$ cat src/common/close_onto_fault_defines.vh
// Constants of the close-onto-fault window conditioner.
`ifndef CLOSE_ONTO_FAULT_DEFINES_VH
`define CLOSE_ONTO_FAULT_DEFINES_VH
// Clock rate in kHz, and clock cycles per millisecond derived from it.
`define COF_CLK_KHZ          32'h0000_4e20
`define COF_CYCLES_PER_MS    (`COF_CLK_KHZ)
// Fixed pickup delay of the automatic window, in ms.
`define COF_AUTO_PICKUP_MS   32'h0000_00c8
// Drop-off delay limits and reset value, in ms, at the width of the setting.
`define COF_DROP_MIN_MS      14'h0064
`define COF_DROP_MAX_MS      14'h2710
`define COF_DROP_RESET_MS    14'h03e8
// Register byte addresses.
`define COF_ADDR_DROP_DELAY  12'h000
`define COF_ADDR_STATUS      12'h004
// Status register bit positions.
`define COF_ST_AUTO_BIT      0
`define COF_ST_MAN_BIT       1
`define COF_ST_CLOSE_BIT     2
`define COF_ST_DEAD_BIT      3
`endif

$ cat src/design/close_onto_fault_conditioner.v
// Close-onto-fault window conditioner with an AHB-Lite setting and status port.
`timescale 1ns/100ps
`include "close_onto_fault_defines.vh"
//
// Summary of operation
// Auto window after 200 ms dead line
// Auto window holds drop-off delay after voltage
// Manual window holds drop-off delay after command
// One drop-off delay shared by both windows
// Auto window depends on dead line only
// Delay 100 to 10000 ms, reset 1000
// Detector drives dead line while line dead
// Manual window rises with command, no delay
module close_onto_fault_conditioner #(
  parameter MS_CYCLES = `COF_CYCLES_PER_MS,
  parameter PICKUP_MS = `COF_AUTO_PICKUP_MS
) (
  // Clock, reset and clock enable.
  input  wire        clock_in,
  input  wire        arst_n_in,
  input  wire        clk_en_in,
  // Binary inputs.
  input  wire        dead_line_in,
  input  wire        manual_breaker_close_cmd_in,
  // Window outputs.
  output wire        auto_close_fault_window_out,
  output wire        manual_close_fault_window_out,
  // AHB-Lite slave.
  input  wire        hsel_in,
  input  wire [11:0] haddr_in,
  input  wire [1:0]  htrans_in,
  input  wire        hwrite_in,
  input  wire [2:0]  hsize_in,
  input  wire [31:0] hwdata_in,
  input  wire        hready_in,
  output wire        hreadyout_out,
  output wire        hresp_out,
  output wire [31:0] hrdata_out
);

  // --------------------------------------------------------------------------
  // Millisecond tick
  // --------------------------------------------------------------------------

  reg  [31:0] tick_cnt_ff;
  wire        ms_tick = (tick_cnt_ff == MS_CYCLES - 1);

  // Divides the clock down to one pulse per millisecond.
  always @(posedge clock_in or negedge arst_n_in) begin
    if (!arst_n_in) begin
      tick_cnt_ff <= 32'h0000_0000;
    end else if (clk_en_in) begin
      if (ms_tick) begin
        tick_cnt_ff <= 32'h0000_0000;
      end else begin
        tick_cnt_ff <= tick_cnt_ff + 32'h0000_0001;
      end
    end
  end

  // --------------------------------------------------------------------------
  // Bus slave and drop-off setting
  // --------------------------------------------------------------------------

  reg  [13:0] window_dropoff_delay_ff;
  reg         wr_pend_ff;
  reg  [11:0] addr_ff;
  reg  [13:0] delay_view;

  wire        bus_take = hsel_in & htrans_in[1] & hready_in;

  // Clamps a written delay into the legal range.
  function [13:0] clamp_delay;
    input [31:0] val;
    begin
      if (val < `COF_DROP_MIN_MS) begin
        clamp_delay = `COF_DROP_MIN_MS;
      end else if (val > `COF_DROP_MAX_MS) begin
        clamp_delay = `COF_DROP_MAX_MS;
      end else begin
        clamp_delay = val[13:0];
      end
    end
  endfunction

  // Zero wait states while enabled; a frozen block stalls the bus rather than drop a transfer.
  assign hreadyout_out = clk_en_in;
  assign hresp_out     = 1'b0;

  // Captures the address phase and completes writes in the data phase.
  always @(posedge clock_in or negedge arst_n_in) begin
    if (!arst_n_in) begin
      wr_pend_ff             <= 1'b0;
      addr_ff                <= 12'h000;
      // range and reset
      window_dropoff_delay_ff <= `COF_DROP_RESET_MS;
    end else if (clk_en_in) begin
      if (wr_pend_ff && addr_ff == `COF_ADDR_DROP_DELAY) begin
        // clamp the setting
        window_dropoff_delay_ff <= clamp_delay(hwdata_in);
      end
      if (hready_in) begin
        wr_pend_ff <= bus_take & hwrite_in;
        addr_ff    <= haddr_in;
      end
    end
  end

  // A write in its data phase is forwarded, so a read right behind it sees the new value.
  always @* begin
    delay_view = window_dropoff_delay_ff;
    if (wr_pend_ff && addr_ff == `COF_ADDR_DROP_DELAY) begin
      delay_view = clamp_delay(hwdata_in);
    end
  end

  // --------------------------------------------------------------------------
  // Automatic window
  // --------------------------------------------------------------------------

  reg  [13:0] auto_ms_ff;
  reg         auto_win_ff;

  // Times pickup while the line is dead and drop-off once voltage returns.
  always @(posedge clock_in or negedge arst_n_in) begin
    if (!arst_n_in) begin
      auto_ms_ff  <= 14'h0000;
      auto_win_ff <= 1'b0;
    end else if (clk_en_in) begin
      // dead line only
      if (dead_line_in) begin
        if (auto_win_ff) begin
          auto_ms_ff <= 14'h0000;
        end else if (ms_tick) begin
          // fixed pickup
          if (auto_ms_ff == PICKUP_MS - 1) begin
            auto_win_ff <= 1'b1;
            auto_ms_ff  <= 14'h0000;
          end else begin
            auto_ms_ff <= auto_ms_ff + 14'h0001;
          end
        end
      end else if (auto_win_ff) begin
        // drop-off hold
        if (ms_tick) begin
          // shared delay
          if (auto_ms_ff >= window_dropoff_delay_ff - 14'h0001) begin
            auto_win_ff <= 1'b0;
            auto_ms_ff  <= 14'h0000;
          end else begin
            auto_ms_ff <= auto_ms_ff + 14'h0001;
          end
        end
      end else begin
        auto_ms_ff <= 14'h0000;  // Pickup restarts on any gap.
      end
    end
  end

  assign auto_close_fault_window_out = auto_win_ff;

  // --------------------------------------------------------------------------
  // Manual window
  // --------------------------------------------------------------------------

  reg  [13:0] man_ms_ff;
  reg         man_hold_ff;

  // Stretches the manual window after the command falls.
  always @(posedge clock_in or negedge arst_n_in) begin
    if (!arst_n_in) begin
      man_ms_ff   <= 14'h0000;
      man_hold_ff <= 1'b0;
    end else if (clk_en_in) begin
      if (manual_breaker_close_cmd_in) begin
        man_hold_ff <= 1'b1;
        man_ms_ff   <= 14'h0000;
      end else if (man_hold_ff && ms_tick) begin
        // manual drop-off
        if (man_ms_ff >= window_dropoff_delay_ff - 14'h0001) begin
          man_hold_ff <= 1'b0;
          man_ms_ff   <= 14'h0000;
        end else begin
          man_ms_ff <= man_ms_ff + 14'h0001;
        end
      end
    end
  end

  // immediate pickup
  assign manual_close_fault_window_out = manual_breaker_close_cmd_in | man_hold_ff;

  // --------------------------------------------------------------------------
  // Read data
  // --------------------------------------------------------------------------

  reg  [31:0] nxt_hrdata;
  reg  [31:0] hrdata_ff;

  // Picks the word named in the address phase; unmapped addresses and writes give zero.
  always @* begin
    nxt_hrdata = 32'h0000_0000;
    if (bus_take && !hwrite_in) begin
      case (haddr_in)
        `COF_ADDR_DROP_DELAY: nxt_hrdata = {18'h00000, delay_view};
        `COF_ADDR_STATUS: begin
          nxt_hrdata[`COF_ST_AUTO_BIT]  = auto_win_ff;
          nxt_hrdata[`COF_ST_MAN_BIT]   = manual_close_fault_window_out;
          nxt_hrdata[`COF_ST_CLOSE_BIT] = manual_breaker_close_cmd_in;
          nxt_hrdata[`COF_ST_DEAD_BIT]  = dead_line_in;
        end
        default: nxt_hrdata = 32'h0000_0000;
      endcase
    end
  end

  // Holds the read word through the data phase, so read data comes from a flip-flop.
  always @(posedge clock_in or negedge arst_n_in) begin
    if (!arst_n_in) begin
      hrdata_ff <= 32'h0000_0000;
    end else if (clk_en_in && hready_in) begin
      hrdata_ff <= nxt_hrdata;
    end
  end

  assign hrdata_out = hrdata_ff;

endmodule // close_onto_fault_conditioner

$ cat config.mk
export PLATFORM = sky130hd
export DESIGN_NAME = close_onto_fault_conditioner
export DESIGN_NICKNAME = d
export VERILOG_FILES = /design/src/design/close_onto_fault_conditioner.v
export VERILOG_INCLUDE_DIRS = /design/src /design/src/common
export SDC_FILE = /design/constraint.sdc
export NUM_CORES = 1
export LEC_CHECK = 0
export BUFFER_PORTS_ARGS = -buffer_cell sky130_fd_sc_hd__buf_4
export CAP_MARGIN = 10
export CORE_ASPECT_RATIO = 1.25
export CORE_MARGIN = 1
export CORE_UTILIZATION = 55
export CTS_CLUSTER_SIZE = 20
export DETAILED_ROUTE_END_ITERATION = 12
export PLACE_DENSITY = 0.75
export SLEW_MARGIN = 20
export SYNTH_ARGS = -nofsm -noshare
export SYNTH_HDL_FRONTEND = slang
export SYNTH_SLANG_ARGS = --single-unit
$ cat constraint.sdc
create_clock -name clock_in -period 6.7 [get_ports clock_in]
set_clock_uncertainty 0.05 [all_clocks]
set_input_delay 0 -clock clock_in [delete_from_list [all_inputs] [get_ports clock_in]]
set_output_delay 0 -clock clock_in [all_outputs]
set_load 0.005 [all_outputs]
Yosys cells after proc, flatten, opt, wreduce, memory -nomap -nowiden
Cells that the tools add are included.
{ "word_totals": {"word_cells": 66, "register_bits": 121, "inputBits": 57} }
{ "op_classes": {"n_mux": 27, "add_sub_neg": 4, "bitwise_logic": 4, "eq_ne": 5, "n_reduce_logical": 13, "magnitude_cmp": 4} }
{ "ops": {"columns": ["op", "count"], "rows": [
  ["$mux 14", 14],
  ["$add 32x1->32 const B", 1],
  ["$eq 32x15->1 const B", 1],
  ["$gt 32x14->1 const B", 1],
  ["$lt 32x7->1 const B", 1],
  ["$mux 32", 1],
  ["$add 14x1->14 const B", 2],
  ["$ge 14x14->1", 2],
  ["$logic_not 12->1", 2],
  ["$eq 14x8->1 const B", 1],
  ["$sub 14x1->14 const B", 1],
  ["$eq 12x3->1 const B", 1],
  ["$mux 1", 10],
  ["$mux 10", 1],
  ["$pmux 4 s2", 1],
  ["$reduce_and 3->1", 2],
  ["$logic_and 1x1->1", 4],
  ["$reduce_and 2->1", 2],
  ["$reduce_bool 2->1", 2],
  ["$and 1x1->1", 3],
  ["$ne 3x1->1 const B", 1],
  ["$ne 3x3->1 const B", 1],
  ["$logic_not 1->1", 1],
  ["$or 1x1->1", 1]
]} }

Logic depth before layout (Yosys ltp)
{ "depth": {"ltp_word": 6, "ltp_mapped": 16, "mapped_depth_nobuf": 14} }

Worst setup path after synthesis
Ideal clock, no wire load.
{ "synth_path": {"kind": "reg2reg", "start": "register window_dropoff_delay_ff[4]", "end": "register man_ms_ff[2]", "arrival_time_ps": 3000, "setup_time_ps": 96, "period_less_slack_ps": 3145, "required_time_ps": 6554, "path_buffers": 1, "path_slack_ps": 3555, "path_stages_with_launch": 12, "path_cell_list": "dfrtp_1 -> buf_6 -> or4_4 -> or3_4 -> nor3_1 -> xnor2_1 -> ha_1 -> a311o_1 -> a2bb2oi_2 -> a41oi_2 -> nand2_2 -> o32ai_2"} }
{ "synth_between": {"elab_chain_len": 5} }
{ "synth_lines": {"columns": ["element", "line", "rtl"], "rows": [
  ["start, declared", "close_onto_fault_conditioner.v:65", "reg [13:0] window_dropoff_delay_ff;"],
  ["start signal, assigned", "close_onto_fault_conditioner.v:96", "window_dropoff_delay_ff <= `COF_DROP_RESET_MS;"],
  ["start signal, assigned", "close_onto_fault_conditioner.v:100", "window_dropoff_delay_ff <= clamp_delay(hwdata_in);"],
  ["$sub 14x1->14", "close_onto_fault_conditioner.v:180", "if (man_ms_ff >= window_dropoff_delay_ff - 14'h0001) begin"],
  ["$ge 14x14->1", "close_onto_fault_conditioner.v:180", null],
  ["$mux 14", "close_onto_fault_conditioner.v:180", null],
  ["$mux 14", "close_onto_fault_conditioner.v:178", "end else if (man_hold_ff && ms_tick) begin"],
  ["$mux 14", "close_onto_fault_conditioner.v:175", "if (manual_breaker_close_cmd_in) begin"],
  ["end signal, assigned", "close_onto_fault_conditioner.v:184", "man_ms_ff <= man_ms_ff + 14'h0001;"],
  ["end, declared", "close_onto_fault_conditioner.v:166", "reg [13:0] man_ms_ff;"]
]} }
Every way passes these cells. The select of a mux whose other input is x is not followed.
A chain may end at the register's enable or synchronous reset.

Worst setup path in the final report
{ "layout_path": {"start": "register window_dropoff_delay_ff[0]", "end": "register auto_ms_ff[2]"} }
{ "layout_between": {"elab_chain_len": 6} }
{ "layout_lines": {"columns": ["element", "line", "rtl"], "rows": [
  ["$sub 14x1->14", "close_onto_fault_conditioner.v:147", "if (auto_ms_ff >= window_dropoff_delay_ff - 14'h0001) begin"],
  ["$ge 14x14->1", "close_onto_fault_conditioner.v:147", null],
  ["$mux 14", "close_onto_fault_conditioner.v:147", null],
  ["$mux 14", "close_onto_fault_conditioner.v:145", "if (ms_tick) begin"],
  ["$mux 14", "close_onto_fault_conditioner.v:143", "end else if (auto_win_ff) begin"],
  ["$mux 14", "close_onto_fault_conditioner.v:131", "if (dead_line_in) begin"],
  ["end signal, assigned", "close_onto_fault_conditioner.v:140", "auto_ms_ff <= auto_ms_ff + 14'h0001;"],
  ["end signal, assigned", "close_onto_fault_conditioner.v:151", "auto_ms_ff <= auto_ms_ff + 14'h0001;"],
  ["end, declared", "close_onto_fault_conditioner.v:121", "reg [13:0] auto_ms_ff;"]
]} }
Every way passes these cells. The select of a mux whose other input is x is not followed.

==> reports/metrics.cfg <==
[global_route]
grt.busiest_layer = met2
grt_pass1_wl_microns = 25500
antenna_found_initial = 1
gr-usage-met3_pct = 4.57
grt_use_met1_pct = 31.8
track_usage_pct = 26.9
grt_pass1_vias = 5332
met2_usage_pct = 48.4
overflow = 0
grt_max_degree = 54

[finish]
areaGrowthSynthToFinish_pct = 16.5
drive_gt1_share_pct = 16.5
layout.nets = 818
multi_input_area_sq_um = 3340
fillers = 847
final_core_util_pct = 65.6
register_area_sq_um = 2580
stdcell_count = 882

[synth]
synthArstFlopShare_pct = 100
synth.most_common_cell = dfrtp_1
synthTopCellsByCount = dfrtp_1, nand2_1, nor2_1
synthAdderAreaFrac_pct = 4.90
ys_top_cells_by_area = dfrtp_1, xnor2_1, nand2_1
syn_avg_cell_area_sq_um = 9.31
yosysTopAreaCell = dfrtp_1
yosysTopAreaCellShare_pct = 39.1
synth_compound_area_share_pct = 14.7
ys_seq_elements = 103
ys_warn_count = 0
ys_types = 73
synthXorXnorAreaFrac_pct = 8.65
synth_mux_area_share_pct = 2.50
synthSimpleGateAreaFrac_pct = 21.9
synth_top_family_by_area = simple AND/OR/NAND/NOR gates
seq_area_frac_synth_pct = 41.6
syn_inst = 667
synth_area_sq_um = 6210
synthFlopType = dfrtp_1
synth-edff-count = 0

[clocking]
cts_sinks = 103
path_clk_slew_ns = 0.07
cts_setup_buffers = 0
htreeDepth = 3
cts_tree = done
clk_latency_ns = 0.35
root_buffer = clkbuf_16
numCtsBuffers = 9
cts_buffer_depth = 2

[pwr]
pwr_density_cell_nw_per_um2 = 229
ir_worst_vdd_mv = 0.168
power.leakage_nw = 3.17

[setup_path]
cpLargestDelayFamily = compound AO/OA/AOI/OAI gates
r2r_start = window_dropoff_delay_ff[0]
rrSetupSlack_ns = 2.83
cp_cell_sequence = inv_1 -> ha_1 -> nand2b_1 -> nor4_1 -> xnor2_1 -> ha_1 -> a2111oi_0 -> a211oi_1 -> maj3_1 -> o21a_1 -> a22oi_2 -> nand2_2 -> o211ai_1
arrival_ns = 4.08
r2r-end = auto_ms_ff[2]
slowest_stage = dfrtp_1
required_ns = 6.91
startpoint = window_dropoff_delay_ff[0]
worst_setup_path_start_kind = register
cp_slowest_stage_delay_ns = 0.45
r2r_cells = 13
end_kind = register
cp_num_buf_inv = 1
crit_type = reg2reg
crit_fanout = 11
cp_common_cell = ha_1

[worst_hold_path]
hold_depth = 3
hold_end = window_dropoff_delay_ff[5]
worstHoldStart = clk_en_in
hold_class = in2reg

[floorplanning]
rows = 43
start_util_pct = 56.3
die_y_microns = 121
die_x_microns = 97.0
core-area_sq_um = 11000
dieArea_sq_um = 11700
pin_count = 93

[sta]
max_slew_margin_pct = 34.0
fin_crit_ns = 3.87
drv_slew = 0
setup_viol = 0
hold_viol = 0
tightestPinTransition_ns = 0.989
min_period_over_period_pct = 57.8
tns_ns = 0
fin_ws_ns = 2.83
fmax_ghz = 0.258
rsz0062_at_grt = false

[drt]
vias_per_cell = 6.03
vias = 5320
routed_wl_microns = 15200
drtIter0Drc = 353
ant_nets = 0
wl_per_cell_microns = 17.3
drt_pre_antenna_iters = 5
drc_errors = 0

[job]
cap_violations = 0

[placement]
port_buffers = 69
dp_slack_ns = 2.86
dpl.hpwl_microns = 10800
numPlacedInstances = 842
gp_congestion = 0.867

[status]
status = completed

==> worst max-delay path by stage <==
stage                         end  slack, ns  cells after the start
floorplan            man_ms_ff[2]       3.55                     11
global placement    auto_ms_ff[2]       3.00                     13
detailed placement  auto_ms_ff[2]       2.86                     13
CTS                 auto_ms_ff[2]       2.84                     13
global route        auto_ms_ff[2]       2.44                     13
finish              auto_ms_ff[2]       2.83                     13
==> worst reg2reg max path, stage by stage (launching register included) <==
cell	delay (ns)
dfrtp_1	0.45
inv_1	0.14
ha_1	0.23
nand2b_1	0.24
nor4_1	0.30
xnor2_1	0.17
ha_1	0.23
a2111oi_0	0.42
a211oi_1	0.10
maj3_1	0.37
o21a_1	0.13
a22oi_2	0.44
nand2_2	0.26
o211ai_1	0.25
==> layout make-up <==
class / instances / area share [%]
multi-input combinational: 515 / 46.2
sequential: 103 / 35.7
timing repair buffer: 95 / 10.7
clock buffer: 10 / 3.30
tap: 135 / 2.34
inverter: 17 / 0.882
clock inverter: 6 / 0.848
antenna: 1 / 0.0346
==> flip-flops by register name, indices dropped and copies added (netlist names) <==
register / flops
auto_close_fault_window_out: 1
auto_ms_ff: 14
window_dropoff_delay_ff: 14
addr_ff: 12
tick_cnt_ff: 32
man_hold_ff: 1
man_ms_ff: 14
hrdata_out: 14
wr_pend_ff: 1
==> timing repair <==
action / in CTS / in global routing
hold buffers: 23 / 0
gates resized for setup: 0 / 0
endpoints found under the hold margin: 80 / 0
==> stage by stage <==
stage / hold WS (ns) / cell area (sq um) / power (W)
2_1_floorplan: -0.346 / 6280 / 0.00102
3_3_place_gp: 0.00746 / 6700 / 0.00110
3_5_place_dp: 0.0202 / 6700 / 0.00113
4_1_cts: 0.00280 / 7230 / 0.00166
5_1_grt: 0.0337 / 7230 / 0.00174
6_report: 0.00768 / 7230 / 0.00166
==> where the power goes <==
| part | internal (W) | switching (W) | total [W] |
|---|---|---|---|
| clock | 0.000272 | 0.000255 | 0.000526 |
| combinational | 0.000169 | 0.000189 | 0.000359 |
| sequential | 0.000683 | 0.0000881 | 0.000772 |
==> kinds of logic (layout without fill, tap and decap cells) <==
logic type      Yosys count  after routing
fa+ha+maj                25             25
buf+inv                  67            128
flops                   103            103
mux                      14             14
xor+xnor                 58             58
other cells               1             20
compound gates          133            133
simple gates            266            266
==> placed cells by master, fill, tap and decap left out, types with 16 or more instances in the layout <==
cell           netlist  routed
dfrtp_1             97      97
buf_4               20      72
nand2_1             68      67
nor2_1              50      50
xnor2_1             40      40
o21ai_0             32      32
a21oi_1             28      28
nand3_1             25      25
dlygate4sd3_1        0      23
nand4_1             22      22
nor3_1              21      21
nor4_1              21      21
ha_1                20      20
conb_1               1      19
inv_1               17      17
xor2_1              16      16
==> routing by layer <==
| layer | routed length, microns | vias up |
|---|---|---|
| met3 | 492 | 38 |
| met5 | 0 | - |
| met1 | 6120 | 2618 |
| met2 | 8190 | 132 |
| met4 | 404 | 0 |
| li1 | - | 2532 |
(Power assumes the default switching activity.)
